<file path="config.mk">
export PLATFORM = sky130hd
export DESIGN_NAME = pmx_exec
export DESIGN_NICKNAME = d
export VERILOG_FILES = /design/src/pmx_pkg.sv /design/src/pmx_exec.sv
export VERILOG_INCLUDE_DIRS = /design/src
export SDC_FILE = /design/constraint.sdc
export NUM_CORES = 1
export LEC_CHECK = 0
export BUFFER_PORTS_ARGS = -buffer_cell sky130_fd_sc_hd__buf_2
export CORE_MARGIN = 4
export CORE_UTILIZATION = 50
export CTS_BUF_LIST = sky130_fd_sc_hd__clkbuf_8 sky130_fd_sc_hd__clkbuf_16
export DETAILED_ROUTE_END_ITERATION = 12
export GPL_ROUTABILITY_DRIVEN = 0
export PLACE_DENSITY = 0.89
export SLEW_MARGIN = 20
export SYNTH_ARGS = -nofsm -noshare
export SYNTH_HDL_FRONTEND = slang
export SYNTH_SLANG_ARGS = --single-unit
</file>
<file path="constraint.sdc">
create_clock -name clock -period 2.3 [get_ports clock]
set_input_delay 0.46 -clock clock [delete_from_list [all_inputs] [get_ports clock]]
set_output_delay 0.46 -clock clock [all_outputs]
set_load 0.02 [all_outputs]
</file>
<file path="src/pmx_consts.svh">
// constants for the pair move instruction executor
`ifndef PMX_CONSTS_SVH
`define PMX_CONSTS_SVH
`define PMX_OP_STORE_IND 8'hA0
`define PMX_OP_STORE_IMM 8'hB0
`define PMX_OP_LOAD_LONG 8'h98
`define PMX_OP_STORE_LONG 8'h88
`define PMX_OP_MASK_PTR 8'hFE
`define PMX_PTR_BIT 0
`define PMX_BYTE_RST 8'h00
`define PMX_PAIR_RST 16'h0000
`endif

</file>
<file path="src/pmx_pkg.sv">
// types for the pair move instruction executor
package pmx_pkg;
  typedef struct packed {
    logic [7:0] high;
    logic [7:0] low;
  } pmx_pair_t;
  typedef struct packed {
    logic en;
    logic [7:0] addr;
    logic [7:0] data;
  } pmx_mem_wr_t;
  typedef enum logic {
    PMX_IDLE,
    PMX_IMM
  } pmx_state_t;
endpackage

</file>
<file path="src/pmx_exec.sv">
// executor for accumulator pair moves and indirect data memory stores
`timescale 1ns/1ns
`include "pmx_consts.svh"
module pmx_exec (
  input wire logic clock,
  input wire logic srst,
  input wire logic op_valid,
  input wire logic [7:0] op_byte,
  input wire logic [7:0] work_reg_zero,
  input wire logic [7:0] work_reg_one,
  input wire logic [7:0] pair0_high_reg,
  input wire logic [7:0] pair1_high_reg,
  input wire pmx_pkg::pmx_pair_t accumulator_in,
  output pmx_pkg::pmx_pair_t accumulator_pair,
  output logic upper_accumulator_flag,
  output logic acc_load,
  output logic pair_store,
  output pmx_pkg::pmx_pair_t pair_store_data,
  output logic pair_store_sel,
  output pmx_pkg::pmx_mem_wr_t mem_wr,
  output logic busy
);
  import pmx_pkg::*;

  // opcode class, decoded whatever the state
  logic op_ptr;
  logic [7:0] op_masked;
  logic hit_store_ind;
  logic hit_store_imm;
  logic hit_load_long;
  logic hit_store_long;

  // classes gated by the sequencer
  logic take_op;
  logic take_imm;
  logic is_store_ind;
  logic is_store_imm;
  logic is_load_long;
  logic is_store_long;

  // register pairs and pointers
  pmx_pair_t pair0_view;
  pmx_pair_t pair1_view;
  logic [7:0] ptr_now;
  logic [7:0] ptr_held;

  // sequencer
  pmx_state_t state_q;
  pmx_state_t state_d;
  logic ptr_sel_q;
  logic ptr_sel_d;

  // accumulator pair load
  pmx_pair_t acc_q;
  pmx_pair_t acc_d;
  logic flag_q;
  logic flag_d;
  logic load_q;
  logic load_d;

  // register pair store
  logic pst_q;
  logic pst_d;
  logic psel_q;
  logic psel_d;
  pmx_pair_t pdata_q;
  pmx_pair_t pdata_d;

  // data memory write
  pmx_mem_wr_t wr_q;
  pmx_mem_wr_t wr_d;

  always_comb begin
    op_ptr = op_byte[`PMX_PTR_BIT];
    op_masked = op_byte & `PMX_OP_MASK_PTR;
    hit_store_ind = (op_masked == `PMX_OP_STORE_IND);
    hit_store_imm = (op_masked == `PMX_OP_STORE_IMM);
    hit_load_long = (op_masked == `PMX_OP_LOAD_LONG);
    hit_store_long = (op_masked == `PMX_OP_STORE_LONG);
  end

  // gating keeps an immediate byte from being decoded as an opcode
  always_comb begin
    take_op = op_valid && (state_q == PMX_IDLE);
    take_imm = op_valid && (state_q == PMX_IMM);
    // unknown opcodes match none of these and leave no trace
    is_store_ind = take_op && hit_store_ind;
    is_store_imm = take_op && hit_store_imm;
    is_load_long = take_op && hit_load_long;
    is_store_long = take_op && hit_store_long;
  end

  always_comb begin
    pair0_view.high = pair0_high_reg;
    pair0_view.low = work_reg_zero;
    pair1_view.high = pair1_high_reg;
    pair1_view.low = work_reg_one;
  end

  always_comb begin
    ptr_now = op_ptr ? work_reg_one : work_reg_zero;
    // read late, so a pointer update during the stall is honoured
    ptr_held = ptr_sel_q ? work_reg_one : work_reg_zero;
  end

  always_comb begin
    state_d = state_q;
    ptr_sel_d = ptr_sel_q;
    unique case (state_q)
      PMX_IDLE: begin
        if (is_store_imm) begin
          ptr_sel_d = op_ptr;
          state_d = PMX_IMM;
        end
      end
      PMX_IMM: begin
        // the fetch may take any number of cycles to deliver the byte
        if (take_imm) begin
          state_d = PMX_IDLE;
        end
      end
    endcase
  end

  always_ff @(posedge clock) begin
    if (srst) begin
      state_q <= PMX_IDLE;
      ptr_sel_q <= 1'b0;
    end else begin
      state_q <= state_d;
      ptr_sel_q <= ptr_sel_d;
    end
  end

  always_comb begin
    acc_d = acc_q;
    flag_d = flag_q;
    load_d = 1'b0;
    if (is_load_long) begin
      load_d = 1'b1;
      // flag follows the loaded upper byte
      if (op_ptr) begin
        acc_d = pair1_view;
        flag_d = |pair1_view.high;
      end else begin
        acc_d = pair0_view;
        flag_d = |pair0_view.high;
      end
    end
  end

  always_ff @(posedge clock) begin
    if (srst) begin
      acc_q <= `PMX_PAIR_RST;
      flag_q <= 1'b0;
      load_q <= 1'b0;
    end else begin
      acc_q <= acc_d;
      flag_q <= flag_d;
      load_q <= load_d;
    end
  end

  always_comb begin
    // pulse only; select and data hold until the next store
    pst_d = 1'b0;
    psel_d = psel_q;
    pdata_d = pdata_q;
    if (is_store_long) begin
      pst_d = 1'b1;
      psel_d = op_ptr;
      pdata_d = accumulator_in;
    end
  end

  always_ff @(posedge clock) begin
    if (srst) begin
      pst_q <= 1'b0;
      psel_q <= 1'b0;
      pdata_q <= `PMX_PAIR_RST;
    end else begin
      pst_q <= pst_d;
      psel_q <= psel_d;
      pdata_q <= pdata_d;
    end
  end

  always_comb begin
    wr_d.en = 1'b0;
    wr_d.addr = `PMX_BYTE_RST;
    wr_d.data = `PMX_BYTE_RST;
    if (is_store_ind) begin
      wr_d.en = 1'b1;
      wr_d.addr = ptr_now;
      wr_d.data = accumulator_in.low;
    end else if (take_imm) begin
      wr_d.en = 1'b1;
      wr_d.addr = ptr_held;
      wr_d.data = op_byte;
    end
  end

  always_ff @(posedge clock) begin
    if (srst) begin
      wr_q.en <= 1'b0;
      wr_q.addr <= `PMX_BYTE_RST;
      wr_q.data <= `PMX_BYTE_RST;
    end else begin
      wr_q <= wr_d;
    end
  end

  assign accumulator_pair = acc_q;
  assign upper_accumulator_flag = flag_q;
  assign acc_load = load_q;
  assign pair_store = pst_q;
  assign pair_store_sel = psel_q;
  assign pair_store_data = pdata_q;
  assign mem_wr = wr_q;
  assign busy = (state_q == PMX_IMM);
endmodule

</file>
==> results.json <==
{
  "status": "finished, final reports clean",
  "yosysTopAreaCellShare_pct": 41.24,
  "grt_usage_pct": 22.01,
  "netlist_instances": 286,
  "grt_pass1_wl_um": 11500,
  "worstPathArrival_ns": 1.79,
  "ys_warn_count": 0,
  "power.density_mw_per_mm2": 508.0,
  "rsz0062_at_grt": "false",
  "min_period_ns": 1.625,
  "io_pins": 113,
  "critPathLaunchType": "primary input",
  "vias": 2696,
  "io_buffers": 112,
  "clockBufferDepth": 2,
  "path_cells": "buf_2 -> or3_1 -> o31ai_1 -> a21oi_1",
  "hold_class": "primary input to flop",
  "yosys.cell_count.top_type": "dfxtp_1",
  "slowest_delay_ns": 0.72,
  "synth-edff-count": 0,
  "syn_area_mm2": 0.002670,
  "antenna_found_initial": 0,
  "avgSynthCellArea_um2": 9.336,
  "clock_sinks": 55,
  "wirelength_um": 7410,
  "r2r-start": "busy",
  "finalNonFillerCells": 446,
  "htreeDepth": 2,
  "initialDrtViolationCount": 198,
  "die_w_um": 81.08,
  "fmax_mhz": 615.5,
  "end_kind": "flop",
  "r2r_setup_slack_ns": 0.76,
  "cts-root-buf": "clkbuf_8",
  "num_rows": 26,
  "tightest_slew_ns": 0.8610,
  "die_area_mm2": 0.006573,
  "routed.top_layer": "met4",
  "die_y_um": 81.08,
  "n_fill_cell": 437,
  "synth_ff_type": "dfxtp_1",
  "timing.rr.end": "accumulator_pair[7]",
  "yosysUniqueCellTypes": 38,
  "cts_tree": "yes",
  "drive_gt1_share_pct": 42.29,
  "grt_overflow": 0,
  "wl_per_cell_um": 16.61,
  "synth_seq_area_share_pct": 41.24,
  "clk_latency_ns": 0.31,
  "r2r.worst_path.cells": 4,
  "whs_endpoint": "pair_store_data[12]",
  "cts_hold_buffers": 0,
  "first_global_vias": 2570,
  "diodes": 0,
  "post-cts-setup-buffers": 0,
  "power.total_mw": 1.665,
  "core_mm2": 0.005140,
  "hold_depth": 3,
  "route.detailed.drc": 0,
  "multi_input_area_mm2": 0.001369,
  "p_leak_nw": 1.316,
  "ys_ff_latch": 55,
  "syn_to_final_growth_pct": 22.77,
  "path_max_fanout": 18,
  "finalSetupTns_ns": 0,
  "yosys.area.top_type": "dfxtp_1",
  "clk_pin_slew_ns": 0.08,
  "synthTopCellsByArea": "dfxtp_1, nand4_1, mux2_2",
  "maxCapViolCount": 0,
  "grt_max_degree": 41,
  "synthTopCellsByCount": "dfxtp_1, a21oi_1, nand4_1, buf_2, a31oi_1",
  "vdd_drop_max_mv": 0.2064,
  "placedCellCount": 440,
  "cp_slowest_cell": "or3_1",
  "dpl.hpwl_um": 5054,
  "setup.worst_path.class": "primary input to flop",
  "report.final.slew_viol_count": 0,
  "finalCritPeriodShare_pct": 70.63,
  "hold_slack_ns": 0.4091,
  "initial_core_util_pct": 51.95,
  "wl_met3_um": 570,
  "antenna_left": 0,
  "skew_ns": 0.01218,
  "routed_via_density": 6.045,
  "cts_inserted_buffers": 5,
  "post-route-util_pct": 63.78,
  "min_from": "accumulator_in[12]",
  "finalNetCount": 436,
  "synth_nets": 345,
  "required_ns": 2.47,
  "drtPass1Iterations": 4,
  "post_cts_resized": 0,
  "ff_latch_area_mm2": 0.001101,
  "setup_viol": 0,
  "synthArstFlopShare_pct": 0,
  "slew_headroom_pct": 42.60,
  "wl_met1_um": 3107,
  "met2_length_um": 3611,
  "finalHoldViolCount": 0
}
## stage by stage
stage               worst slack [ns]  cell area, um2
global placement              0.4438            3206
detailed placement            0.3689            3206
global route                  0.5805            3278
floorplan                     0.8200            2670
finish                        0.6754            3278
CTS                           0.6832            3278
## cell usage in the layout, fill, tap and decap left out, types with 2 or more instances in the layout
cell type,synthesis,final
nor2_1,2,2
buf_4,4,8
a211oi_1,8,8
mux2i_1,8,8
a21oi_1,34,34
buf_2,18,112
nor2b_1,3,2
clkbuf_8,0,5
a31oi_1,17,17
dfxtp_1,55,55
nand2_1,16,16
nand3_1,2,2
nor4_1,13,13
o31ai_1,8,8
nor3_1,8,8
inv_1,2,3
nor3_4,1,2
o31ai_2,8,8
mux2_2,16,16
nand4_1,34,34
## area by class of cell
class	instances	share of cell area [%]
clock inverters	1	0.1145
flip-flops and latches	55	33.59
repair buffers	121	19.54
well taps	70	2.672
inverters	2	0.2290
clock buffers	5	2.099
multi-input cells	192	41.76
## kinds of logic (layout without fill, tap and decap cells)
| family | after synthesis | after routing | synth area share (%) |
|---|---|---|---|
| AOI/OAI and AO/OA | 79 | 79 | 20.43 |
| buffers and inverters | 39 | 129 | 8.201 |
| DFF | 55 | 55 | 41.24 |
| muxes | 24 | 24 | 9.747 |
| and+or+nand+nor | 89 | 89 | 20.39 |
## power breakdown
| part | total (mW) | internal, mW | switching [mW] |
|---|---|---|---|
| clock | 0.491 | 0.200 | 0.291 |
| combinational | 0.219 | 0.0813 | 0.138 |
| sequential | 0.955 | 0.954 | 0.00139 |
| total | 1.67 | 1.23 | 0.431 |
## per-layer routing
metal	vias up	track usage, %
li1	1279	-
met1	1283	27.20
met2	120	37.93
met3	14	4.989
met4	0	6.926
met5	-	0
## worst max path at each step
stage                     startpoint                  end  slack, ns  depth (start not counted)
after global placement    op_byte[2]  pair_store_data[10]       0.44                          4
after global routing      op_byte[2]   pair_store_data[6]       0.58                          4
after detailed placement  op_byte[2]  pair_store_data[14]       0.37                          4
final                     op_byte[2]  pair_store_data[14]       0.68                          4
after CTS                 op_byte[2]  pair_store_data[14]       0.68                          4
after floorplan           op_byte[2]   pair_store_data[5]       0.82                          5
## flip-flops by register name, indices dropped and copies added, names as in the netlist
register,flops
pair_store_sel,1
acc_load,1
accumulator_pair,16
ptr_sel_q,1
upper_accumulator_flag,1
mem_wr,17
busy,1
pair_store_data,16
pair_store,1
## critical path: cells and delay by family
family,cells,cell delay [ns]
and+or+nand+nor,1,0.72
AOI/OAI and AO/OA,2,0.47
buffers and inverters,1,0.14
Note: power is estimated with default switching activity, not from simulation.
